File: src/logic/stp_pkg.sv
// package: constants for the stack top pointer block
package stp_pkg;
	localparam int unsigned STP_PTR_W   = 16;
	localparam int unsigned STP_DATA_W  = 16;
	localparam int unsigned STP_CNT_W   = 2;
	// internal ram window as 16-bit pointer bounds (parameterisable at top)
	localparam logic [15:0] STP_RAM_LO  = 16'he000;
	localparam logic [15:0] STP_RAM_HI  = 16'hfedf;
	localparam logic [15:0] STP_PTR_RST = 16'h0000;
	typedef enum logic [3:0] {
		STP_IDLE  = 4'h1,
		STP_PUSHW = 4'h2,
		STP_POPR  = 4'h4,
		STP_POPI  = 4'h8
	} stp_state_t;
endpackage

File: src/logic/stp_stack_pointer.sv
// stack top pointer register with push/pop address sequencing
`timescale 1ns/10ps
`default_nettype none
module stp_stack_pointer #(
	parameter logic [15:0] RAM_LO = stp_pkg::STP_RAM_LO,
	parameter logic [15:0] RAM_HI = stp_pkg::STP_RAM_HI
) (
	// clock and reset
	input  wire logic                          sys_clk,
	input  wire logic                          reset_n,
	// software load of the pointer
	input  wire logic                          load_req,
	input  wire logic [stp_pkg::STP_PTR_W-1:0] load_value,
	// stack operation request
	input  wire logic                          push_req,
	input  wire logic                          pop_req,
	input  wire logic [stp_pkg::STP_CNT_W-1:0] op_bytes,
	input  wire logic [stp_pkg::STP_DATA_W-1:0] push_data,
	output logic                               op_ready,
	output logic                               op_done,
	output logic [stp_pkg::STP_DATA_W-1:0]     pop_data,
	output logic                               range_err,
	// pointer view
	output logic [stp_pkg::STP_PTR_W-1:0]      stack_top_pointer,
	output logic                               ptr_valid,
	// internal ram port
	output logic                               mem_we,
	output logic                               mem_re,
	output logic [stp_pkg::STP_PTR_W-1:0]      mem_addr,
	output logic [stp_pkg::STP_DATA_W-1:0]     mem_wdata,
	output logic [stp_pkg::STP_CNT_W-1:0]      mem_bytes,
	input  wire logic [stp_pkg::STP_DATA_W-1:0] mem_rdata
);
	import stp_pkg::*;

	// one spare bit above the pointer catches pop wrap, and push wrap from pointer 0 only, in range checks
	localparam logic [STP_PTR_W:0] STEP_ONE = {{STP_PTR_W{1'h0}}, 1'h1};
	localparam logic [STP_PTR_W:0] LO_EXT   = {1'h0, RAM_LO};
	localparam logic [STP_PTR_W:0] HI_EXT   = {1'h0, RAM_HI};

	// sequencer state
	stp_state_t            st_r;
	stp_state_t            st_nxt;
	// pointer and its load flag
	logic [STP_PTR_W-1:0]  sp_r;
	logic [STP_PTR_W-1:0]  sp_nxt;
	logic                  val_r;
	logic                  val_nxt;
	// operation latches
	logic [STP_CNT_W-1:0]  cnt_r;
	logic [STP_CNT_W-1:0]  cnt_nxt;
	logic [STP_DATA_W-1:0] wd_r;
	logic [STP_DATA_W-1:0] wd_nxt;
	logic [STP_DATA_W-1:0] rd_r;
	logic [STP_DATA_W-1:0] rd_nxt;
	// status pulses
	logic                  done_r;
	logic                  done_nxt;
	logic                  err_r;
	logic                  err_nxt;
	// request decode
	logic                  idle;
	logic                  take_load;
	logic                  take_op;
	logic                  refuse_undef;
	logic                  refuse_range;
	logic                  accept_push;
	logic                  accept_pop;
	// address arithmetic
	logic [STP_PTR_W:0]    step_ext;
	logic [STP_PTR_W:0]    push_lo;
	logic [STP_PTR_W:0]    push_hi;
	logic [STP_PTR_W:0]    pop_lo;
	logic [STP_PTR_W:0]    pop_hi;
	logic [STP_PTR_W-1:0]  dec_addr;
	logic [STP_PTR_W-1:0]  inc_addr;
	logic                  push_in_ram;
	logic                  pop_in_ram;

	// every byte a pop reads, and every byte a push writes unless it wraps from pointer 1 or 2, must lie in the window
	assign step_ext    = {{(STP_PTR_W + 1 - STP_CNT_W){1'h0}}, op_bytes};
	assign push_lo     = {1'h0, sp_r} - step_ext;
	assign push_hi     = {1'h0, sp_r} - STEP_ONE;
	assign pop_lo      = {1'h0, sp_r};
	assign pop_hi      = {1'h0, sp_r} + step_ext - STEP_ONE;
	assign dec_addr    = push_lo[STP_PTR_W-1:0];
	assign inc_addr    = sp_r + {{(STP_PTR_W - STP_CNT_W){1'h0}}, cnt_r};
	assign push_in_ram = (push_lo >= LO_EXT) && (push_hi <= HI_EXT);
	assign pop_in_ram  = (pop_lo >= LO_EXT) && (pop_hi <= HI_EXT);

	// requests are taken only in idle; load wins over push, push over pop
	assign idle         = (st_r == STP_IDLE);
	assign take_load    = idle && load_req;
	assign take_op      = idle && !load_req && (push_req || pop_req);
	assign refuse_undef = take_op && (!val_r || op_bytes == '0);
	assign refuse_range = take_op && !refuse_undef &&
		(push_req ? !push_in_ram : !pop_in_ram);
	assign accept_push  = take_op && !refuse_undef && !refuse_range && push_req;
	assign accept_pop   = take_op && !refuse_undef && !refuse_range && !push_req;

	// sequencer
	always_comb begin
		st_nxt = st_r;
		case (st_r)
			STP_IDLE: begin
				if (accept_push) begin
					st_nxt = STP_PUSHW;
				end else if (accept_pop) begin
					st_nxt = STP_POPR;
				end
			end
			STP_PUSHW: begin
				st_nxt = STP_IDLE;
			end
			STP_POPR: begin
				st_nxt = STP_POPI;
			end
			STP_POPI: begin
				st_nxt = STP_IDLE;
			end
			default: begin
				st_nxt = STP_IDLE;
			end
		endcase
	end

	always_ff @(posedge sys_clk) begin
		if (!reset_n) begin
			st_r <= STP_IDLE;
		end else begin
			st_r <= st_nxt;
		end
	end

	// pointer: lowered before the write, raised after the read
	always_comb begin
		sp_nxt  = sp_r;
		val_nxt = val_r;
		if (take_load) begin
			sp_nxt  = load_value;
			val_nxt = 1'h1;
		end else if (accept_push) begin
			sp_nxt = dec_addr;
		end else if (st_r == STP_POPI) begin
			sp_nxt = inc_addr;
		end
	end

	always_ff @(posedge sys_clk) begin
		if (!reset_n) begin
			sp_r  <= STP_PTR_RST;
			val_r <= 1'h0;
		end else begin
			sp_r  <= sp_nxt;
			val_r <= val_nxt;
		end
	end

	// operation latches
	always_comb begin
		cnt_nxt = cnt_r;
		wd_nxt  = wd_r;
		rd_nxt  = rd_r;
		if (accept_push || accept_pop) begin
			cnt_nxt = op_bytes;
		end
		if (accept_push) begin
			wd_nxt = push_data;
		end
		if (st_r == STP_POPR) begin
			rd_nxt = mem_rdata;
		end
	end

	always_ff @(posedge sys_clk) begin
		if (!reset_n) begin
			cnt_r <= '0;
			wd_r  <= '0;
			rd_r  <= '0;
		end else begin
			cnt_r <= cnt_nxt;
			wd_r  <= wd_nxt;
			rd_r  <= rd_nxt;
		end
	end

	// status pulses
	always_comb begin
		done_nxt = 1'h0;
		err_nxt  = 1'h0;
		if (refuse_undef || refuse_range) begin
			done_nxt = 1'h1;
			err_nxt  = 1'h1;
		end else if (st_r == STP_PUSHW || st_r == STP_POPI) begin
			done_nxt = 1'h1;
		end
	end

	always_ff @(posedge sys_clk) begin
		if (!reset_n) begin
			done_r <= 1'h0;
			err_r  <= 1'h0;
		end else begin
			done_r <= done_nxt;
			err_r  <= err_nxt;
		end
	end

	// outputs

	assign op_ready          = (st_r == STP_IDLE);
	assign op_done           = done_r;
	assign range_err         = err_r;
	assign pop_data          = rd_r;
	assign stack_top_pointer = sp_r;
	assign ptr_valid         = val_r;
	assign mem_we            = (st_r == STP_PUSHW);
	assign mem_re            = (st_r == STP_POPR);
	assign mem_addr          = sp_r;
	assign mem_wdata         = wd_r;
	assign mem_bytes         = cnt_r;
endmodule
`default_nettype wire

File: config.mk
export PLATFORM = sky130hd
export DESIGN_NAME = stp_stack_pointer
export DESIGN_NICKNAME = d
export VERILOG_FILES = /design/src/logic/stp_pkg.sv /design/src/logic/stp_stack_pointer.sv
export SDC_FILE = /design/constraint.sdc
export NUM_CORES = 1
export LEC_CHECK = 0
export BUFFER_PORTS_ARGS = -buffer_cell sky130_fd_sc_hd__buf_2
export CORE_MARGIN = 8
export CORE_UTILIZATION = 54
export CTS_CLUSTER_DIAMETER = 100
export CTS_CLUSTER_SIZE = 8
export DETAILED_ROUTE_END_ITERATION = 6
export PLACE_DENSITY_LB_ADDON = 0.25
export SKIP_CTS_REPAIR_TIMING = 1
export SYNTH_ARGS = -nofsm -noshare
export SYNTH_HDL_FRONTEND = slang
export SYNTH_SLANG_ARGS = --single-unit
File: constraint.sdc
create_clock -name sys_clk -period 5.1 [get_ports sys_clk]
set_input_delay 1.02 -clock sys_clk [delete_from_list [all_inputs] [get_ports sys_clk]]
set_output_delay 1.02 -clock sys_clk [all_outputs]
set_load 0.01 [all_outputs]
==> results of run 1 <==
## metal layers
metal	track usage	routed length, um
met1	0.302	6200
met5	0	0
met2	0.384	6560
met4	0.0743	248
met3	0.0625	1130
## layout make-up
| cell class | count | area [um2] |
|---|---|---|
| Clock buffer | 10 | 128 |
| Clock inverter | 6 | 35.0 |
| Fill cell | 777 | 2870 |
| Inverter | 41 | 154 |
| Multi-Input combinational cell | 441 | 3080 |
| Sequential cell | 57 | 1140 |
| Tap cell | 105 | 131 |
| Timing Repair Buffer | 132 | 676 |
## registers in the layout, summed over array words and instances, names as in the netlist
register and cells:
st_r 4, range_err 1, mem_wdata 16, mem_addr 16, pop_data 16, op_done 1, ptr_valid 1, mem_bytes 2
## worst max-delay path, cell delays in order, from the launching register on
cell	delay (ns)
dfxtp_1	0.59
inv_1	0.24
ha_1	0.35
a211oi_1	0.72
a21o_1	0.21
a32oi_1	0.07
o31a_1	0.30
nor4_2	0.48
a31oi_1	0.20
nand3_1	0.26
buf_4	0.30
nor2_1	0.06
a311oi_1	0.20
## stage by stage
step	instances	power (W)
CTS	792	0.00123
detailed placement	776	0.000878
finish	792	0.00123
floorplan	578	0.000771
global placement	776	0.000870
global route	792	0.00130
## logic make-up after synthesis
kind of cell	count (synthesis)	share of synthesized area
compound gates	147	0.222
xor+xnor	36	0.0686
fa+ha+maj	62	0.174
buf+inv	80	0.0816
flops	57	0.248
mux	1	0.00245
simple gates	195	0.203
## power by group through the flow
stage | Combinational (W) | Clock [W] | Sequential, W
2_1_floorplan | 0.000279 | 0 | 0.000491
3_3_place_gp | 0.000373 | 0 | 0.000497
3_5_place_dp | 0.000380 | 0 | 0.000498
4_1_cts | 0.000382 | 0.000362 | 0.000488
5_1_grt | 0.000424 | 0.000382 | 0.000491
6_report | 0.000387 | 0.000357 | 0.000489
## path summary, 6_finish.rpt
path / slack [ns] / depth (start not counted) / from / endpoint
hold / removal: 0.45 / 2 / mem_wdata[12] / mem_wdata[12]
hold reg to reg: 0.45 / 2 / mem_wdata[12] / mem_wdata[12]
setup / recovery: 1.02 / 12 / mem_addr[4] / mem_addr[0]
setup reg to reg: 1.02 / 12 / mem_addr[4] / mem_addr[0]
## cells in the final DEF, fill, tap and decap left out, types with 6 or more instances in the layout
| cell | count |
|---|---|
| buf_2 | 126 |
| dfxtp_1 | 57 |
| o221ai_1 | 14 |
| nand4_1 | 7 |
| nand3_1 | 19 |
| ha_1 | 59 |
| a211oi_1 | 10 |
| nand2_1 | 87 |
| buf_4 | 6 |
| nor2_1 | 25 |
| xnor2_1 | 33 |
| inv_1 | 40 |
| o31ai_1 | 8 |
| a21oi_1 | 62 |
| nor3_1 | 16 |
| nor2b_1 | 7 |
| o21ai_0 | 16 |
| clkbuf_8 | 9 |
==> metrics.txt, run 1 <==
initial antenna violation count=0; crit start category=flop; synth cell count leaders=87 x nand2_1, 62 x a21oi_1, 59 x ha_1; sequential power share=0.397; Async S/R FF share, synth=0; Via Count=4591; clk sink count=between 50 and 60; clk_lat worst skew=between 0.3 and 0.4 ns; Die ar.=0.0117 mm2; Synth area leaders=dfxtp_1 25%, ha_1 16%, nand2_1 7.1%; drt wl/cell=17.8 um; register area share after synthesis=0.248; final setup margin=1.02 ns; Gate Count Post-Synth=around 580; internal power=between 0.0007 and 0.0008 W; overall die height=108 um; most frequent cell after synthesis=nand2_1; HPWL Detailed=about 11000 um; placed cell areas=0.00518 mm2; clock group share of total power=0.289; top fanout value on the critical path=20; Tmin final=4.08 ns; DR iter-0 viols=304; YS warnings=0; Setup TNS Final=0 ns; run status=completed; Main synth FF type=dfxtp_1; starting density of the core=0.560; post-synthesis instance area=0.00460 mm2; htree depth=3; vias in the first global route=4488; PortBufs=126; Setup WS pre-CTS=around 0.89 ns; io pins=127; CP endpoint kind=flop; final setup skew=0.00638 ns; fin util=0.651; via/cell ratio=5.80; Peak supply drop=181 uV; antenna cells=0; Post-synth EDFFs=0; RePlAce Congestion=0.944; P per Cell Area=around 230 mW/mm2; Switching Share=0.361; mean area per synthesized cell=7.96 um2; fin crit share=0.800; # Max-Cap Violations=0; Final Setup Violations=0; # nets final=799; register bit total from synthesis=between 50 and 60; design area=0.00535 mm2; reported net switching power=roughly 0.00044 W; Synth area leader=dfxtp_1; DRC viols=0; WP data arrival=4.33 ns; area delta synth->final=16.3%; top-area cell type share of the netlist area=0.248; worst rel slew slack=0.463; Worst Hold Class=flop to flop; Detail Route Antenna Nets=0; P_leak=2.35 nW; total routed wirelength=around 14000 um; Num CTS Buffers=9; root buf cell=clkbuf_8; Fin Hold WS=0.450 ns; final count of pins violating max slew=0; drt first pass iters=5; Slew @ Worst Pin=between 0.7 and 0.8 ns; worst endpoint required time=~5.4 ns; clock slew at reported path FFs=0.07 ns; Comb power frac=0.314; Bufs on Longest Clock Path=2; Global Route Usage Sum=0.237; Final Hold Fails=0; RSZ-0062 raised after global routing=no; row count=33; critical path type=flop to flop; Die W=108 um; share of cells above drive strength 1=0.231; Synth cell types=60; GR Overflow Total=0; fmax=245 MHz; Synth Net Count=695; Core Region=0.00822 mm2; CTS tree=done; first-pass GRT wire length=22200 um; largest net degree at the start of global routing=40
Note: power is estimated with default switching activity, not from simulation.
==> run 2, diff against run 1 <==
--- a/config.mk
+++ b/config.mk
@@ -5,9 +5,10 @@
 export SDC_FILE = /design/constraint.sdc
 export NUM_CORES = 1
 export LEC_CHECK = 0
+export ABC_AREA = 1
 export BUFFER_PORTS_ARGS = -buffer_cell sky130_fd_sc_hd__buf_2
 export CORE_MARGIN = 8
-export CORE_UTILIZATION = 54
+export CORE_UTILIZATION = 50
 export CTS_CLUSTER_DIAMETER = 100
 export CTS_CLUSTER_SIZE = 8
 export DETAILED_ROUTE_END_ITERATION = 6
==> constraint.sdc (replaced) <==
create_clock -name sys_clk -period 3.59 [get_ports sys_clk]
set_input_delay 0.718 -clock sys_clk [delete_from_list [all_inputs] [get_ports sys_clk]]
set_output_delay 0.718 -clock sys_clk [all_outputs]
set_load 0.01 [all_outputs]
==> run 2 against run 1 <==
Via count up 17%. Die area rose by 19%. Worst hold slack got worse by 0.0052 ns. Utilization is 3.6 points lower. Critical path type is now input port to flop. Power increased by 82%. First-iteration DRC count is 8.9% lower. Wire length is 10% higher. Clock power rose by 91%.
==> metrics.txt, run 2 <==
most frequent cell after synthesis=nand2_1; fin crit share=0.915; crit start category=input port; top fanout value on the critical path=17 (-15%); CP endpoint kind=flop; Slew @ Worst Pin=0.835 ns (+0.0409 ns); design area=0.00628 mm2 (+18%); starting density of the core=0.512 (-0.0477); run status=completed; Async S/R FF share, synth=0 (unchanged); antenna cells=0 (unchanged); row count=37 (+12%); P per Cell Area=358 mW/mm2 (+55%); placed cell areas=0.00602 mm2 (+16%); HPWL Detailed=12000 um (+9.8%); Die ar.=0.0140 mm2 (+19%); Post-synth EDFFs=0 (unchanged); commonest non-fill, non-tap cell in the layout=nand2_1; Tmin final=3.29 ns; Setup TNS Final=0 ns (unchanged); Die W=118 um (+9.3%); sequential standard cell area=0.00114 mm2 (+0.11%); register bit total from synthesis=57 (unchanged); drt first pass iters=4 (-1); share of cells above drive strength 1=0.197 (-0.0342); Final Setup Violations=0 (unchanged); highest routed layer=met4; clk_lat worst skew=0.33 ns (about the same); io pins=127 (unchanged); via/cell ratio=5.00 (-14%); M1 WL=7070 um (+14%); Core Region=0.0102 mm2 (+25%); overall die height=118 um (+9.3%); htree depth=3 (unchanged); Synth area leaders=dfxtp_1 22%, ha_1 14%, nand2_1 13%; YS warnings=0 (unchanged); # nets final=1055 (+32%); DR iter-0 viols=277 (-8.9%); most frequent cells in the layout=183 x nand2_1, 126 x buf_2, 117 x inv_1; largest net degree at the start of global routing=47 (+18%); met2 wire length=7230 um (+10%); Layout fillers=1028 (+32%); P_leak=3.40 nW (+44%); CTS tree=done; root buf cell=clkbuf_8; FF-to-FF setup slack=0.38 ns (-0.64 ns); Bufs on Longest Clock Path=2 (unchanged); Global Route Usage Sum=0.214 (-0.0230); register area share after synthesis=0.218 (-0.0303); Multi-input gate area=0.00341 mm2 (+11%); final setup skew=0.00808 ns (+0.00170 ns); post-synthesis instance area=0.00524 mm2 (+14%); DRC viols=0 (unchanged); initial antenna violation count=0 (unchanged); drt wl/cell=14.4 um (-19%); RePlAce Congestion=0.902 (-4.5%); Routed met3 length=1040 um (-7.7%); Synth cell types=39 (-35%); clock slew at reported path FFs=0.07 ns (about the same); Peak supply drop=196 uV (+8.6%); # Max-Cap Violations=0 (unchanged); Worst Hold Class=flop to flop; area delta synth->final=20.0%; GR Overflow Total=0 (unchanged); Num CTS Buffers=9 (unchanged); Final Hold Fails=0 (unchanged); total routed wirelength=15600 um (+10%); fmax=304 MHz; final count of pins violating max slew=0 (unchanged); Synth Net Count=931 (+34%); top-area cell type share of the netlist area=0.218 (-0.0303); worst rel slew slack=0.443 (-0.0204); vias in the first global route=5180 (+15%); Gate Count Post-Synth=814 (+41%); Main synth FF type=dfxtp_1; Via Count=5392 (+17%); Synth area leader=dfxtp_1; first-pass GRT wire length=25100 um (+13%); clk sink count=57 (unchanged); mean area per synthesized cell=6.43 um2 (-19%); Detail Route Antenna Nets=0 (unchanged); synth cell count leaders=183 x nand2_1, 117 x inv_1, 92 x nor2_1; PortBufs=126 (unchanged); critical path type=input port to flop; WP data arrival=3.52 ns (-0.81 ns); worst endpoint required time=3.82 ns (-1.53 ns)
run 2: cells by family after synthesis:
kind of cell,after synthesis,share of synthesized area
and+or+nand+nor,366,0.301
buffers and inverters,163,0.134
AOI/OAI and AO/OA,126,0.128
adders and majority gates,62,0.152
DFF,57,0.218
xor gates and xnor gates,40,0.0669
run 2: through the flow:
step / utilization / power (W) / setup slack (ns) / instances / hold slack, ns
5_1_grt: 0.614 / 0.00241 / -0.0107 / 1079 / 0.465
3_3_place_gp: 0.589 / 0.00156 / 0.0358 / 1062 / 0.431
3_5_place_dp: 0.589 / 0.00156 / -0.0656 / 1062 / 0.435
6_report: 0.614 / 0.00225 / 0.304 / 1079 / 0.445
2_1_floorplan: - / 0.00132 / 0.385 / 814 / 0.455
4_1_cts: 0.610 / 0.00225 / 0.256 / 1078 / 0.445
run 2: critical path, cell delays in order:
cell and delay, ns:
buf_2 0.09, inv_1 0.06, ha_1 0.29, inv_1 0.05
ha_1 0.22, fa_1 0.42, nand2_1 0.09, nand3_1 0.11
nand2_1 0.10, nand3_1 0.10, o21ai_0 0.15, nor2_1 0.07
nand3_1 0.08, nand2_1 0.10, nand2_4 0.13, nand4_4 0.16
buf_12 0.22, nand2_1 0.09, nand2_1 0.09, nor2_1 0.11
nor2_1 0.06
run 2: final timing paths:
check,from,cells after the start,endpoint
max reg2reg,mem_addr[1],20,mem_addr[13]
min reg2reg,mem_wdata[6],2,mem_wdata[6]
min,mem_wdata[6],2,mem_wdata[6]
max,op_bytes[1],21,mem_addr[13]
run 2: final cells by class:
| type | instances | share of cell area |
|---|---|---|
| Clock inverter | 5 | 0.0125 |
| Clock buffer | 11 | 0.0225 |
| Sequential cell | 57 | 0.182 |
| Timing Repair Buffer | 155 | 0.142 |
| Inverter | 121 | 0.0723 |
| Tap cell | 136 | 0.0271 |
| Multi-Input combinational cell | 594 | 0.542 |
run 2: per-layer routing:
metal / global-route usage / vias up
li1: - / 2810
met1: 0.269 / 2398
met2: 0.356 / 168
met3: 0.0533 / 16
met4: 0.0616 / 0
met5: 0 / -
run 2: report_power, final:
part	leakage, nW	internal, W	switching (W)
clock	0.113	0.000409	0.000273
sequential	0.464	0.000653	0.0000137
combinational	2.82	0.000325	0.000575
==> run 3, diff against run 2 <==
--- a/config.mk
+++ b/config.mk
@@ -8,7 +8,7 @@
 export ABC_AREA = 1
 export BUFFER_PORTS_ARGS = -buffer_cell sky130_fd_sc_hd__buf_2
 export CORE_MARGIN = 8
-export CORE_UTILIZATION = 50
+export CORE_UTILIZATION = 55
 export CTS_CLUSTER_DIAMETER = 100
 export CTS_CLUSTER_SIZE = 8
 export DETAILED_ROUTE_END_ITERATION = 6
==> constraint.sdc (replaced) <==
create_clock -name sys_clk -period 3.2 [get_ports sys_clk]
set_input_delay 0.64 -clock sys_clk [delete_from_list [all_inputs] [get_ports sys_clk]]
set_output_delay 0.64 -clock sys_clk [all_outputs]
set_load 0.01 [all_outputs]
==> run 3 against run 2 <==
Cell count increased by 1.9%. Final area increased by 4.4%. Power increased by 12%. Worst hold slack got worse by 0.0018 ns. Wire length increased by 3.3%. Critical endpoint is now mem_addr[10]. Largest cell class unchanged.
==> metrics.txt, run 3 (synthesis results as in run 2) <==
Bufs on Longest Clock Path=2 (unchanged); # nets final=1082 (+2.6%); antenna cells=0 (unchanged); P_leak=3.53 nW (+3.9%); Worst Hold Class=flop to flop; P per Cell Area=384 mW/mm2 (+7.3%); FF-to-FF setup slack=0.11 ns (-0.27 ns); GR Overflow Total=0 (unchanged); largest net degree at the start of global routing=39 (-17%); drt first pass iters=5 (+1); vias in the first global route=5141 (-0.75%); fin util=0.710 (+0.0959); Power, Total=0.00252 W (+12%); sequence of cells on the critical path=buf_2, inv_1, ha_4, inv_1, ha_2, fa_2, nand2_2, nand3_4, nand2_1, nand3_2, o21ai_2, nor2_1, nand3_1, nand2_2, nand2_4, nand4_4, clkbuf_16, a21oi_1, a21oi_1; Fin Hold WS=0.443 ns (-0.00183 ns); drt wl/cell=14.6 um (+1.4%); Final Hold Fails=0 (unchanged); final setup margin=0.0584 ns (-0.246 ns); CTS tree=done; fmax=318 MHz; Core Region=0.00924 mm2 (-9.7%); Setup WS pre-CTS=-0.261 ns (-0.196 ns); total routed wirelength=16100 um (+3.3%); HPWL Detailed=12100 um (+0.83%); Slew @ Worst Pin=0.949 ns (+0.113 ns); Layout fillers=807 (-21%); root buf cell=clkbuf_8; share of cells above drive strength 1=0.234 (+0.0368); Switching Share=0.391 (+0.00750); top fanout value on the critical path=9 (-8); clk sink count=57 (unchanged); via/cell ratio=5.22 (+4.5%); starting density of the core=0.567 (+0.0549); commonest non-fill, non-tap cell in the layout=nand2_1; row count=35 (-5.4%); clock group share of total power=0.265 (-0.038); initial antenna violation count=1 (+1); final count of pins violating max slew=0 (unchanged); CP delay by family, top=simple AND/OR/NAND/NOR gates; WP data arrival=3.34 ns (-0.18 ns); PortBufs=126 (unchanged); Detail Route Antenna Nets=0 (unchanged); worst endpoint required time=3.39 ns (-0.43 ns); Die ar.=0.0129 mm2 (-7.9%); worst rel slew slack=0.367 (-0.0756); crit start category=input port; final setup skew=0.0101 ns (+0.00207 ns); clk_lat worst skew=0.33 ns (about the same); DR iter-0 viols=495 (+79%); reported net switching power=0.000984 W (+14%); area delta synth->final=25.3%; # Max-Cap Violations=0 (unchanged); CP max stage delay=0.40 ns (-0.02 ns); Comb power frac=0.439 (+0.039); RePlAce Congestion=0.981 (+8.8%); Die W=114 um (-4.0%); clock slew at reported path FFs=0.07 ns (about the same); sequential power share=0.296 (about the same); CP endpoint kind=flop; slowest cell on the critical path=fa_2; htree depth=3 (unchanged); DRC viols=0 (unchanged); overall die height=114 um (-4.0%); Final Setup Violations=0 (unchanged); first-pass GRT wire length=25100 um (-0.25%); Tmin final=3.14 ns; Buffers & Inverters on Critical Path=4 (unchanged); fin crit share=0.982; critical path type=input port to flop; Global Route Usage Sum=0.235 (+0.0203); io pins=127 (unchanged); most frequent cells in the layout=178 x nand2_1, 126 x buf_2, 117 x inv_1; Peak supply drop=340 uV (+73%); run status=completed; Num CTS Buffers=9 (unchanged); placed cell areas=0.00618 mm2 (+2.6%); internal power=0.00153 W (+11%); design area=0.00656 mm2 (+4.4%); Via Count=5740 (+6.5%)
==> run 3: final timing paths <==
kind	start	endpoint	cells after the start
worst max-delay path	op_bytes[1]	mem_addr[10]	19
worst min-delay path	mem_wdata[2]	mem_wdata[2]	2
worst max register to register	mem_addr[5]	mem_addr[10]	18
worst min register to register	mem_wdata[2]	mem_wdata[2]	2
==> run 3: tightest hold or removal path: cells and delay by family (launching register included) <==
kind	cells	cell delay, ns
DFF	1	0.31
AOI/OAI and AO/OA	1	0.05
buffers and inverters	1	0.04
==> run 3: layer usage <==
metal	GRT usage	up-vias	routed length, um
li1	-	2860	-
met1	0.320	2580	7230
met2	0.364	259	7120
met3	0.0491	39	1360
met4	0.0648	2	348
met5	0	-	10
==> run 3: layout make-up <==
| class | instances | area [um2] | share of cell area |
|---|---|---|---|
| Multi-Input combinational cell | 595 | 3480 | 0.531 |
| Sequential cell | 57 | 1140 | 0.174 |
| Timing Repair Buffer | 181 | 1130 | 0.172 |
| Inverter | 121 | 454 | 0.0692 |
| Tap cell | 129 | 161 | 0.0246 |
| Clock buffer | 11 | 141 | 0.0215 |
| Clock inverter | 5 | 55.1 | 0.00839 |
==> run 3: power groups by stage <==
stage	sequential [W]	combinational, W	clock [W]
2_1_floorplan	0.000790	0.000693	0
3_3_place_gp	0.000760	0.00104	0
3_5_place_dp	0.000760	0.00104	0
4_1_cts	0.000744	0.00105	0.000673
5_1_grt	0.000746	0.00123	0.000714
6_report	0.000745	0.00111	0.000667
==> run 3: through the flow <==
| stage | TNS (ns) | instances |
|---|---|---|
| floorplan | 0 | 814 |
| global placement | -5.31 | 1079 |
| detailed placement | -7.40 | 1079 |
| CTS | 0 | 1095 |
| global route | -0.205 | 1099 |
| finish | 0 | 1099 |
